[src/hw/cdi_pkg.sv]
// constants, types and helpers shared by the current dac serial slave port
package cdi_pkg;

	// ==========================================================
	// sizes and reset values
	localparam int         CHANNELS_DEF  = 4;
	localparam int         MAG_W         = 7;
	localparam int         SIGN_BIT      = 7;
	localparam logic [7:0] OUT_REG_RESET = 8'h00;
	localparam logic [7:0] UNMAPPED_READ = 8'h00;

	// ==========================================================
	// memory map: first output control register, channels follow it
	localparam logic [7:0] MEM_ADDR_BASE = 8'hF8;

	// ==========================================================
	// slave address: two select pins on top, fixed low five bits
	localparam logic [4:0] SLV_ADDR_FIXED = 5'h10;

	// ==========================================================
	// bit counting within one byte
	localparam logic [3:0] RX_LAST_BIT   = 4'h7;
	localparam logic [3:0] TX_BYTE_DONE  = 4'h8;
	localparam logic [3:0] TX_FIRST_CNT  = 4'h1;

	// ==========================================================
	// types
	typedef enum logic [2:0] {
		ST_IDLE,
		ST_RX,
		ST_RX_ACK,
		ST_TX,
		ST_TX_ACK
	} cdi_state_t;

	typedef enum logic [1:0] {
		BY_SLAVE,
		BY_MEM,
		BY_DATA
	} cdi_byte_t;

	// seven-bit own address from the two select pin levels
	function automatic logic [6:0] cdi_own_addr(input logic a_hi, input logic a_lo);
		return {a_hi, a_lo, SLV_ADDR_FIXED};
	endfunction

endpackage

[src/hw/cdi_slave_port.sv]
// two-wire serial slave port with output control registers for a current dac
`timescale 1ns/1ns
`default_nettype none

module cdi_slave_port #(
	parameter int CHANNELS = cdi_pkg::CHANNELS_DEF
) (
	// clock, reset, enable
	input  wire logic                                 REF_CLK,
	input  wire logic                                 RSTN,
	input  wire logic                                 CE,
	// serial bus (open drain data, low enable drives)
	input  wire logic                                 SCL_IN,
	input  wire logic                                 SDA_IN,
	output var  logic                                 SDA_OUT,
	output var  logic                                 SDA_OE_N,
	// address-select pins
	input  wire logic                                 ADDR_SELECT_LOW_PIN,
	input  wire logic                                 ADDR_SELECT_HIGH_PIN,
	// per-channel current controls
	output wire logic [CHANNELS*cdi_pkg::MAG_W-1:0]   CURRENT_MAGNITUDE_CODE,
	output wire logic [CHANNELS-1:0]                  CURRENT_SOURCE_DIR,
	output wire logic [CHANNELS-1:0]                  CURRENT_OUTPUT_EN
);
	import cdi_pkg::*;

	localparam int CH_W = (CHANNELS > 1) ? $clog2(CHANNELS) : 1;

	// ==========================================================
	// declarations
	logic              scl_s;
	logic              sda_s;
	logic              ahi_s;
	logic              alo_s;
	logic              scl_prev_q;
	logic              sda_prev_q;
	logic              start_ev;
	logic              stop_ev;
	logic              rise_ev;
	logic              fall_ev;
	cdi_state_t        state_q;
	cdi_byte_t         kind_q;
	logic [3:0]        bit_cnt_q;
	logic [7:0]        shift_q;
	logic [7:0]        tx_q;
	logic [7:0]        ptr_q;
	logic              rw_q;
	logic              ninth_q;
	logic              m_ack_q;
	logic              sda_oe_n_q;
	logic              sda_out_q;
	logic [7:0]        rx_byte;
	logic              addr_hit;
	logic              ch_ok;
	logic [CH_W-1:0]   ch_idx;
	logic [7:0]        read_val;
	logic              wr_commit;
	logic [7:0]        reg_q [CHANNELS];
	logic [CHANNELS-1:0] en_q;

	// ==========================================================
	// pin synchronisers
	cdi_sync #(
		.WIDTH(4)
	) u_sync (
		.clk   (REF_CLK),
		.rst_n (RSTN),
		.ce    (CE),
		.d     ({SCL_IN, SDA_IN, ADDR_SELECT_HIGH_PIN, ADDR_SELECT_LOW_PIN}),
		.q     ({scl_s, sda_s, ahi_s, alo_s})
	);

	// ==========================================================
	// bus condition detection
	always_ff @(posedge REF_CLK or negedge RSTN) begin
		if (!RSTN) begin
			scl_prev_q <= 1'b1;
			sda_prev_q <= 1'b1;
		end else if (CE) begin
			scl_prev_q <= scl_s;
			sda_prev_q <= sda_s;
		end
	end

	// data edges only count as conditions while scl stays high
	assign start_ev = scl_s & scl_prev_q & sda_prev_q & ~sda_s;
	assign stop_ev  = scl_s & scl_prev_q & ~sda_prev_q & sda_s;
	assign rise_ev  = scl_s & ~scl_prev_q;
	assign fall_ev  = ~scl_s & scl_prev_q;

	// ==========================================================
	// byte and address decode
	assign rx_byte  = {shift_q[6:0], sda_s};
	assign addr_hit = (rx_byte[7:1] == cdi_own_addr(ahi_s, alo_s));

	// unmapped memory addresses neither write nor read a register
	assign ch_ok    = (ptr_q >= MEM_ADDR_BASE) &&
	                  (({1'b0, ptr_q} - {1'b0, MEM_ADDR_BASE}) < 9'(CHANNELS));
	assign ch_idx   = CH_W'(ptr_q - MEM_ADDR_BASE);
	assign read_val = ch_ok ? reg_q[ch_idx] : UNMAPPED_READ;

	// the write lands as the ack starts, so a nack never happens
	assign wr_commit = (state_q == ST_RX_ACK) && !ninth_q && fall_ev &&
	                   (kind_q == BY_DATA) && ch_ok;

	// ==========================================================
	// transfer state machine
	always_ff @(posedge REF_CLK or negedge RSTN) begin
		if (!RSTN) begin
			state_q    <= ST_IDLE;
			kind_q     <= BY_SLAVE;
			bit_cnt_q  <= 4'h0;
			shift_q    <= 8'h00;
			tx_q       <= 8'h00;
			ptr_q      <= MEM_ADDR_BASE;
			rw_q       <= 1'b0;
			ninth_q    <= 1'b0;
			m_ack_q    <= 1'b0;
			sda_oe_n_q <= 1'b1;
		end else if (CE) begin
			if (start_ev) begin
				// restart mid-transfer too, and let go of the line
				state_q    <= ST_RX;
				kind_q     <= BY_SLAVE;
				bit_cnt_q  <= 4'h0;
				ninth_q    <= 1'b0;
				sda_oe_n_q <= 1'b1;
			end else if (stop_ev) begin
				state_q    <= ST_IDLE;
				sda_oe_n_q <= 1'b1;
			end else begin
				case (state_q)
					ST_IDLE: begin
						// waits for a start; also the parking state after a mismatch
						sda_oe_n_q <= 1'b1;
					end
					ST_RX: begin
						if (rise_ev) begin
							shift_q   <= rx_byte;
							bit_cnt_q <= bit_cnt_q + 4'h1;
							if (bit_cnt_q == RX_LAST_BIT) begin
								ninth_q <= 1'b0;
								if (kind_q == BY_SLAVE) begin
									if (addr_hit) begin
										rw_q    <= sda_s;
										state_q <= ST_RX_ACK;
									end else begin
										state_q <= ST_IDLE;
									end
								end else begin
									if (kind_q == BY_MEM) begin
										ptr_q <= rx_byte;
									end
									state_q <= ST_RX_ACK;
								end
							end
						end
					end
					ST_RX_ACK: begin
						if (fall_ev && !ninth_q) begin
							sda_oe_n_q <= 1'b0;
							ninth_q    <= 1'b1;
						end else if (fall_ev) begin
							ninth_q <= 1'b0;
							if (kind_q == BY_SLAVE && rw_q) begin
								// first read bit goes out on the ack's closing fall
								state_q    <= ST_TX;
								sda_oe_n_q <= read_val[7];
								tx_q       <= {read_val[6:0], 1'b0};
								bit_cnt_q  <= TX_FIRST_CNT;
							end else begin
								state_q    <= ST_RX;
								sda_oe_n_q <= 1'b1;
								bit_cnt_q  <= 4'h0;
								kind_q     <= (kind_q == BY_SLAVE) ? BY_MEM : BY_DATA;
							end
						end
					end
					ST_TX: begin
						if (fall_ev) begin
							if (bit_cnt_q == TX_BYTE_DONE) begin
								// master answers the ninth bit, so float the line
								sda_oe_n_q <= 1'b1;
								state_q    <= ST_TX_ACK;
								ninth_q    <= 1'b0;
							end else begin
								sda_oe_n_q <= tx_q[7];
								tx_q       <= {tx_q[6:0], 1'b0};
								bit_cnt_q  <= bit_cnt_q + 4'h1;
							end
						end
					end
					ST_TX_ACK: begin
						if (rise_ev) begin
							m_ack_q <= ~sda_s;
							ninth_q <= 1'b1;
						end else if (fall_ev && ninth_q) begin
							ninth_q <= 1'b0;
							if (m_ack_q) begin
								// acked: repeat the same register, no auto-increment
								state_q    <= ST_TX;
								sda_oe_n_q <= read_val[7];
								tx_q       <= {read_val[6:0], 1'b0};
								bit_cnt_q  <= TX_FIRST_CNT;
							end else begin
								state_q <= ST_IDLE;
							end
						end
					end
					default: begin
						state_q <= ST_IDLE;
					end
				endcase
			end
		end
	end

	// open drain: the data value is always low, only the enable moves
	always_ff @(posedge REF_CLK or negedge RSTN) begin
		if (!RSTN) begin
			sda_out_q <= 1'b0;
		end else if (CE) begin
			sda_out_q <= 1'b0;
		end
	end

	assign SDA_OUT  = sda_out_q;
	assign SDA_OE_N = sda_oe_n_q;

	// ==========================================================
	// output control registers
	always_ff @(posedge REF_CLK or negedge RSTN) begin
		if (!RSTN) begin
			for (int i = 0; i < CHANNELS; i++) begin
				reg_q[i] <= OUT_REG_RESET;
			end
			en_q <= '0;
		end else if (CE && wr_commit) begin
			reg_q[ch_idx] <= shift_q;
			// enable kept beside the code so the analog side needs no compare
			en_q[ch_idx]  <= (shift_q[MAG_W-1:0] != '0);
		end
	end

	for (genvar g = 0; g < CHANNELS; g++) begin : g_out
		assign CURRENT_MAGNITUDE_CODE[g*MAG_W +: MAG_W] = reg_q[g][MAG_W-1:0];
		assign CURRENT_SOURCE_DIR[g]                    = reg_q[g][SIGN_BIT];
		assign CURRENT_OUTPUT_EN[g]                     = en_q[g];
	end

	// ==========================================================
	// checks
	chk_start_restart: assert property (
		@(posedge REF_CLK) disable iff (!RSTN)
		start_ev && CE |=> state_q == ST_RX && bit_cnt_q == 4'h0 && sda_oe_n_q
	) else $error("start did not restart reception");
	chk_stop_idle: assert property (
		@(posedge REF_CLK) disable iff (!RSTN)
		stop_ev && CE |=> state_q == ST_IDLE && sda_oe_n_q
	) else $error("stop did not return to idle");
	chk_drive_clock_low: assert property (
		@(posedge REF_CLK) disable iff (!RSTN)
		$fell(sda_oe_n_q) |-> !scl_prev_q
	) else $error("sda driven while scl high");
	chk_sample_rise: assert property (
		@(posedge REF_CLK) disable iff (!RSTN)
		state_q == ST_RX && rise_ev && CE |=> shift_q[0] == $past(sda_s)
	) else $error("bit not sampled on scl rise");
	chk_tx_bit_fall: assert property (
		@(posedge REF_CLK) disable iff (!RSTN)
		state_q == ST_TX && fall_ev && CE && bit_cnt_q < TX_BYTE_DONE
		|=> sda_oe_n_q == $past(tx_q[7])
	) else $error("sent bit not driven on scl fall");
	chk_ack_drive: assert property (
		@(posedge REF_CLK) disable iff (!RSTN)
		state_q == ST_RX_ACK && fall_ev && !ninth_q && CE
		|=> !sda_oe_n_q && state_q == ST_RX_ACK
	) else $error("ack not driven low");
	chk_nack_end: assert property (
		@(posedge REF_CLK) disable iff (!RSTN)
		state_q == ST_TX_ACK && fall_ev && ninth_q && !m_ack_q && CE
		|=> state_q == ST_IDLE && sda_oe_n_q
	) else $error("nack did not end the read");
	chk_master_ack_free: assert property (
		@(posedge REF_CLK) disable iff (!RSTN)
		state_q == ST_TX_ACK |-> sda_oe_n_q
	) else $error("sda held during master ack bit");
	chk_dir_capture: assert property (
		@(posedge REF_CLK) disable iff (!RSTN)
		state_q == ST_RX && rise_ev && CE && bit_cnt_q == RX_LAST_BIT &&
		kind_q == BY_SLAVE && addr_hit |=> rw_q == $past(sda_s)
	) else $error("direction bit not captured");
	chk_addr_miss: assert property (
		@(posedge REF_CLK) disable iff (!RSTN)
		state_q == ST_RX && rise_ev && CE && bit_cnt_q == RX_LAST_BIT &&
		kind_q == BY_SLAVE && !addr_hit |=> state_q == ST_IDLE ##1 sda_oe_n_q
	) else $error("mismatched address not ignored");
	chk_reg_write: assert property (
		@(posedge REF_CLK) disable iff (!RSTN)
		wr_commit && CE |=> reg_q[$past(ch_idx)] == $past(shift_q)
	) else $error("data byte not stored");
	chk_zero_mag: assert property (
		@(posedge REF_CLK) disable iff (!RSTN)
		CURRENT_OUTPUT_EN[0] == (CURRENT_MAGNITUDE_CODE[MAG_W-1:0] != '0)
	) else $error("output enable disagrees with magnitude");

endmodule

`default_nettype wire

[src/hw/cdi_sync.sv]
// two-flop synchroniser for the bus and address-select pins
`timescale 1ns/1ns
`default_nettype none

module cdi_sync #(
	parameter int WIDTH = 1
) (
	// clock and reset
	input  wire logic             clk,
	input  wire logic             rst_n,
	input  wire logic             ce,
	// asynchronous levels in, synchronised levels out
	input  wire logic [WIDTH-1:0] d,
	output var  logic [WIDTH-1:0] q
);

	// ==========================================================
	// stage one is read only by stage two
	logic [WIDTH-1:0] meta_q;

	// idle bus lines are high, so reset to high avoids a false start
	always_ff @(posedge clk or negedge rst_n) begin
		if (!rst_n) begin
			meta_q <= {WIDTH{1'b1}};
			q      <= {WIDTH{1'b1}};
		end else if (ce) begin
			meta_q <= d;
			q      <= meta_q;
		end
	end

endmodule

`default_nettype wire

[config.mk]
export PLATFORM = sky130hd
export DESIGN_NAME = cdi_slave_port
export DESIGN_NICKNAME = d
export VERILOG_FILES = /design/src/hw/cdi_pkg.sv /design/src/hw/cdi_slave_port.sv /design/src/hw/cdi_sync.sv
export SDC_FILE = /design/constraint.sdc
export NUM_CORES = 1
export LEC_CHECK = 0
export BUFFER_PORTS_ARGS = -buffer_cell sky130_fd_sc_hd__buf_2
export CAP_MARGIN = 20
export CELL_PAD_IN_SITES_DETAIL_PLACEMENT = 1
export CELL_PAD_IN_SITES_GLOBAL_PLACEMENT = 1
export CORE_MARGIN = 5
export CORE_UTILIZATION = 40
export CTS_CLUSTER_DIAMETER = 150
export DETAILED_ROUTE_END_ITERATION = 10
export PLACE_DENSITY = 0.66
export SLEW_MARGIN = 25
export SYNTH_ARGS = -nofsm -noshare
export SYNTH_HDL_FRONTEND = slang
export SYNTH_SLANG_ARGS = --single-unit
[constraint.sdc]
create_clock -name REF_CLK -period 2.55 [get_ports REF_CLK]
set_input_delay 0.3825 -clock REF_CLK [delete_from_list [all_inputs] [get_ports REF_CLK]]
set_output_delay 0.3825 -clock REF_CLK [all_outputs]
set_load 0.01 [all_outputs]
After elaboration in Yosys (flattened, before gate mapping)
Cells that the tools add are included.
{"block": "word_totals", "reg_bits": 83, "inputBits": 7, "out_inout_bits": 38, "elab_cells": 191}
{"block": "classes", "n_addsub": 3, "n_lt_le_gt_ge": 6, "n_eq_ne": 43, "mux": 75, "bitwise_logic": 15, "reduce_logical": 30}
{"operator": "8-bit 2-to-1 mux", "n": 12}
{"operator": "4-bit 2-to-1 mux", "n": 10}
{"operator": "4-bit inequality test (second input constant)", "n": 10}
{"operator": "3-bit 2-to-1 mux", "n": 11}
{"operator": "3-bit inequality test (second input constant)", "n": 11}
{"operator": "32-bit bitwise mux", "n": 1}
{"operator": "8-bit one-hot mux with 3 select lines", "n": 1}
{"operator": "1-bit 2-to-1 mux", "n": 22}
{"operator": "2-bit 2-to-1 mux", "n": 10}
{"operator": "2-bit inequality test (second input constant)", "n": 10}
{"operator": "8-bit binary-select mux with 2-bit select", "n": 1}
{"operator": "8-bit demux with 2-bit select", "n": 1}
{"operator": "4-bit one-hot mux with 4 select lines", "n": 1}
{"operator": "8-bit AND reduction", "n": 2}
{"operator": "3-bit one-hot mux with 5 select lines", "n": 1}
{"operator": "12-bit AND reduction", "n": 1}
{"operator": "1-bit logical AND", "n": 11}
{"operator": "11-bit AND reduction", "n": 1}
{"operator": "10-bit AND reduction", "n": 1}
{"operator": "5-bit AND reduction", "n": 2}
{"operator": "9-bit by 3-bit < comparator with 1-bit output (second input constant)", "n": 1}
{"operator": "9-bit AND reduction", "n": 1}
{"operator": "8-bit by 8-bit subtractor with 9-bit output (second input constant)", "n": 1}
{"operator": "8-bit >= comparator (second input constant)", "n": 1}
{"operator": "other kinds (33)", "n": 48}

Depth between registers and ports, before layout
{"block": "logic_depth", "ltp_word": 12, "depth_mapped": 7}

Cells and area by module
A second synthesis with hierarchy kept.
{"block": "unflattened", "hier_cells": 337, "area_unflattened_um2": 4181.5}
{"module": "cdi_slave_port", "instances": 1, "cells_per_inst": 320, "area_per_inst_um2": 3839.9, "seq_area_each_um2": 1861.8}
{"module": "cdi_sync", "instances": 1, "cells_per_inst": 17, "area_per_inst_um2": 341.6, "seq_area_each_um2": 210.2}

Worst setup path before layout
OpenSTA, ideal clock, no wires.
{"block": "synth_path", "kind": "register -> register", "from": "reg ptr_q[7]", "to": "reg reg_q, in the netlist CURRENT_MAGNITUDE_CODE[0]", "setup_time_ps": 125, "arrival_time_ps": 1964, "required_ps": 2425, "setup_slack_ps": 461, "stages_incl_launch_ff": 8, "cell_sequence": "dfstp_2 nand4_1 nor3b_1 and3b_1 buf_4 nor3b_2 buf_4 mux2_2"}
{"block": "synth_via", "elab_chain_len": 5, "word_cells_on_any_way": 6, "classes_between": "add/sub (1); order compare (2); reduce/logical (3)"}
{"item": "from (decl)", "line": "cdi_slave_port.sv:46", "text": "logic [7:0] ptr_q;"}
{"item": "from (signal assigned)", "line": "cdi_slave_port.sv:152", "text": "ptr_q <= rx_byte;"}
{"item": "8-bit by 8-bit subtractor with 9-bit output", "line": "cdi_slave_port.sv:98", "text": "(({1'b0, ptr_q} - {1'b0, MEM_ADDR_BASE}) < 9'(CHANNELS));"}
{"item": "9-bit by 3-bit < comparator with 1-bit output", "line": "cdi_slave_port.sv:98"}
{"item": "1-bit logical AND *", "line": "cdi_slave_port.sv:97", "text": "assign ch_ok = (ptr_q >= MEM_ADDR_BASE) &&"}
{"item": "1-bit logical AND *", "line": "cdi_slave_port.sv:104", "text": "(kind_q == BY_DATA) && ch_ok;"}
{"item": "1-bit logical AND *", "line": "cdi_slave_port.sv:238", "text": "end else if (CE && wr_commit) begin"}
{"item": "to (signal, indexed assignment)", "line": "cdi_slave_port.sv:239", "text": "reg_q[ch_idx] <= shift_q;"}
{"item": "to (decl)", "line": "cdi_slave_port.sv:58", "text": "logic [7:0] reg_q [CHANNELS];"}
Mark *: on every way between the ends. The rest lies on a longest branch, timed or not.
A chain may end at the register's enable or synchronous reset.

Worst setup path after layout
{"block": "layout_path", "from": "reg scl_prev_q", "to": "reg reg_q, in the netlist CURRENT_MAGNITUDE_CODE[5]"}
{"block": "layout_via", "elab_chain_len": 5}
{"item": "from (decl)", "line": "cdi_slave_port.sv:35", "text": "logic scl_prev_q;"}
{"item": "from (signal assigned)", "line": "cdi_slave_port.sv:80", "text": "scl_prev_q <= scl_s;"}
{"item": "1-bit bitwise AND", "line": "cdi_slave_port.sv:89", "text": "assign fall_ev = ~scl_s & scl_prev_q;"}
{"item": "1-bit logical AND (2 in a row)", "line": "cdi_slave_port.sv:103", "text": "assign wr_commit = (state_q == ST_RX_ACK) && !ninth_q && fall_ev &&"}
{"item": "1-bit logical AND", "line": "cdi_slave_port.sv:104"}
{"item": "1-bit logical AND", "line": "cdi_slave_port.sv:238"}
No other way between the ends.

==> results.txt <==
----------------------------------------------------
[Run status]
  Result of the run ... complete, no violations

[Clock tree]
  Clock sink count ... 82
  Post-CTS clock slew at the launch and capture registers of the worst setup and hold paths ... 80 ps
  Setup fix buffers added after clock tree synthesis ... 0
  CTS Root Buffer Type ... clkbuf_8
  Clock insertion delay at the later pin of the skew report ... 360 ps
  Num CTS Buffers ... 9
  CTS tree ... done
  Clk buf depth ... 2
  Count of H-tree levels built during CTS ... 3

[Logic synthesis]
  Post-Synth Simple-Gate Area ... 14.1%
  Number of synthesis warnings ... 0
  Leading area contributor after synthesis ... dfrtp_1
  Largest family of logic cells by synthesized area ... multiplexers
  Synthesis-stage register bit count ... 82
  Sequential element share of the synthesized area ... 49.6%
  Post-synth top flop ... dfrtp_1
  Mapped Avg Cell Area ... 12.0 um^2
  Synthesized netlist net count ... 356
  Top cells by area in the synthesized netlist ... dfrtp_1, mux2_2, dfstp_2
  Fraction of the mapped netlist area in compound gates ... 8.09%
  Count of unique library cells instantiated by Yosys ... 60
  Mux contribution to synthesized area ... 23.7%
  FFs w/ async S/R, synth ... 100%
  Number of instances in the synthesized netlist ... 347
  Xor/xnor share of the synthesized area ... 0.629%
  Post-synthesis share of cell area spent on full adders, half adders and majority gates ... 0.599%
  Number of enable-type register cells in the synthesized netlist ... 0
  Ranking of synthesized cells by instance count ... mux2_2, dfrtp_1, nand2_1, dfstp_2, o21ai_0
  Post-synthesis cell area ... 0.00418 mm^2
  Most used standard cell by instance count after synthesis ... mux2_2
  Area share of the leading cell type in the synthesized netlist ... 39.6%

[STA]
  Summed negative setup slack over all endpoints ... 0 ps
  Unrepaired setup endpoints after global routing ... no
  Worst slew margin relative to its limit ... 49.6%
  Worst clock skew ... 12.0 ps
  Max-slew violations ... 0
  Final Hold Fails ... 0
  Worst setup slack after layout ... 255 ps
  Count of final setup violators ... 0
  Worst Max-Slew Pin Slew ... 757 ps
  Max Clock Freq ... 436 MHz
  Tcrit/Tclk final ... 90.0%
  Final critical-path required period ... 2290 ps

[Finish]
  Footprint of the multi-input gates ... 0.00198 mm^2
  Fin area ... 0.00483 mm^2
  Synthesis-to-layout area growth ... 15.6%
  Ratio of cells with drive above 1 in the final layout ... 43.3%
  Net count of the finished layout ... 406
  Count of inserted antenna diode cells ... 0
  FF+latch area ... 0.00207 mm^2
  Count of fill cells added during filler insertion ... 1097

[Placement]
  Instance area after placement ... 0.00459 mm^2
  Post-DP HPWL ... 7.42 mm
  Gpl congestion ... 0.839
  Setup Slack @ Placement ... 179 ps
  Number of port buffers ... 43

[Global route]
  Pin count of the biggest net entering global routing ... 50
  Via count of the first global-routing pass ... 2930
  Total routing usage reported by global routing ... 16.9%
  First-pass GRT wire length ... 16.7 mm
  Initial antenna violation count ... 0
  Total global routing overflow ... 0

[Drt]
  Via count ... 2986
  Number of remaining DRC errors ... 0
  Number of DRC markers after the initial detailed-route iteration ... 134
  Vias per std cell ... 5.55
  Detailed Routing Iterations Pass 1 ... 4
  Post-Route WL ... 10.4 mm
  DR WL/cell ... 19.3 um
  Final ANT Viol Nets ... 0

[Floorplan]
  Core Area ... 0.0102 mm^2
  Effective utilization at floorplan ... 40.8%
  Die width ... 112 um
  # rows ... 37
  Top-level I/O count ... 45
  Area of the die ... 0.0126 mm^2
  Die boundary height ... 112 um

[Critical path]
  Sort of element at the start of the critical path ... flip-flop
  Maximum single-stage delay on the critical path ... 670 ps
  Cell-by-cell trace of the critical path ... nor3b_2 > nand2_1 > and3b_1 > nor3b_2 > buf_4 > mux2_2
  Largest driver fanout on the critical path ... 14
  Critical path class ... reg -> reg
  Kind of cell adding the most delay to the critical path ... simple AND/OR/NAND/NOR gates
  Slowest stage cell, crit path ... dfstp_2
  Kind of end point of the critical path ... flip-flop
  Required time of the critical path ... 2790 ps
  Most prevalent standard cell on the critical path ... nor3b_2
  Worst endpoint data arrival time ... 2540 ps
  Count of buffering cells on the critical path with inverters included ... 1

[Pwr]
  Post-layout total power ... 0.00282 W
  P_leak ... 2.29 nW
  Power density over the cells ... 584 mW/mm^2
  Peak supply drop ... 0.306 mV

[Worst hold path]
  Min-Delay Path Class ... in -> reg

[Flow run]
  Total of max-cap violations ... 0

----------------------------------------------------
==> metrics by stage <==
step           cells  util [%]  hold WS [ps]
6_report         538      47.2           249
5_1_grt          538      47.2           237
4_1_cts          538      47.1           239
3_5_place_dp     521      44.8           377
3_3_place_gp     521      44.8           374
2_1_floorplan    347         -          86.9
==> sequential cells by signal, summed over array words and instances (netlist names), 2 cells and up <==
| register | count |
|---|---|
| u_sync.meta_q | 4 |
| CURRENT_SOURCE_DIR | 4 |
| ptr_q | 8 |
| tx_q | 7 |
| u_sync.q | 4 |
| CURRENT_MAGNITUDE_CODE | 28 |
| state_q | 3 |
| bit_cnt_q | 4 |
| CURRENT_OUTPUT_EN | 4 |
| kind_q | 2 |
| shift_q | 8 |
==> area by class of cell <==
| cell class | instances | area share (%) |
|---|---|---|
| Sequential cell | 82 | 42.9 |
| Multi-Input combinational cell | 236 | 41.0 |
| Timing Repair Buffer | 58 | 7.16 |
| Tap cell | 136 | 3.53 |
| Clock buffer | 10 | 2.85 |
| Clock inverter | 6 | 1.79 |
| Inverter | 10 | 0.778 |
==> placed cells by master, fill, tap and decap left out, types with 3 or more instances in the layout <==
master,n
nor3b_1,5
a31oi_1,4
nor3_1,5
dfrtp_1,66
nand4_1,4
nand3b_1,3
o21ai_0,16
mux4_2,8
nand2_1,26
nand2b_1,11
o211ai_1,3
buf_2,42
clkbuf_8,10
a211oi_1,3
nor2_1,12
inv_1,10
and3b_1,6
mux2_2,69
nor2b_1,3
a21oi_1,6
dfstp_2,16
nand3_1,6
buf_4,14
==> path summary, 6_finish.rpt <==
kind	startpoint	to	slack [ps]	cells past startpoint
max	scl_prev_q	CURRENT_MAGNITUDE_CODE[5]	260	6
min in group asynchronous	RSTN	ninth_q	520	2
max reg2reg	scl_prev_q	CURRENT_MAGNITUDE_CODE[5]	260	6
min	ADDR_SELECT_HIGH_PIN	u_sync.meta_q[1]	250	2
max in group asynchronous	RSTN	ptr_q[5]	1350	3
min reg2reg	u_sync.meta_q[3]	u_sync.q[3]	500	2
==> report_power, final <==
part           switching, W  internal, W
clock network      0.000499     0.000581
logic              0.000168     0.000130
registers         0.0000778      0.00136
==> routing by layer <==
metal	GRT usage (%)	vias to the layer above	wire length (um)
li1	-	1368	-
met1	24.7	1540	5070
met2	25.1	62	4710
met3	3.34	16	427
met4	5.85	0	153
met5	0	-	0
==> what timing repair did <==
action,4_1_cts,5_1_grt
resized for setup,0,1
endpoints found under the setup margin,0,9
hold buffers,1,0
hold endpoints to repair,22,0
==> cell families after synthesis <==
kind of cell,count (synthesis)
multiplexers,80
adder cells (fa/ha/maj),2
XOR/XNOR,3
other,1
AND/OR/NAND/NOR,99
buffers and inverters,29
flip-flops,82
AO/OA/AOI/OAI,51
==> worst reg2reg max path, cell delays in order, from the launching register on <==
cell and delay (ps):
dfstp_2 670, nor3b_2 260, nand2_1 140, and3b_1 340, nor3b_2 200, buf_4 220, mux2_2 350
No activity file was read; power rests on OpenSTA's default activity.
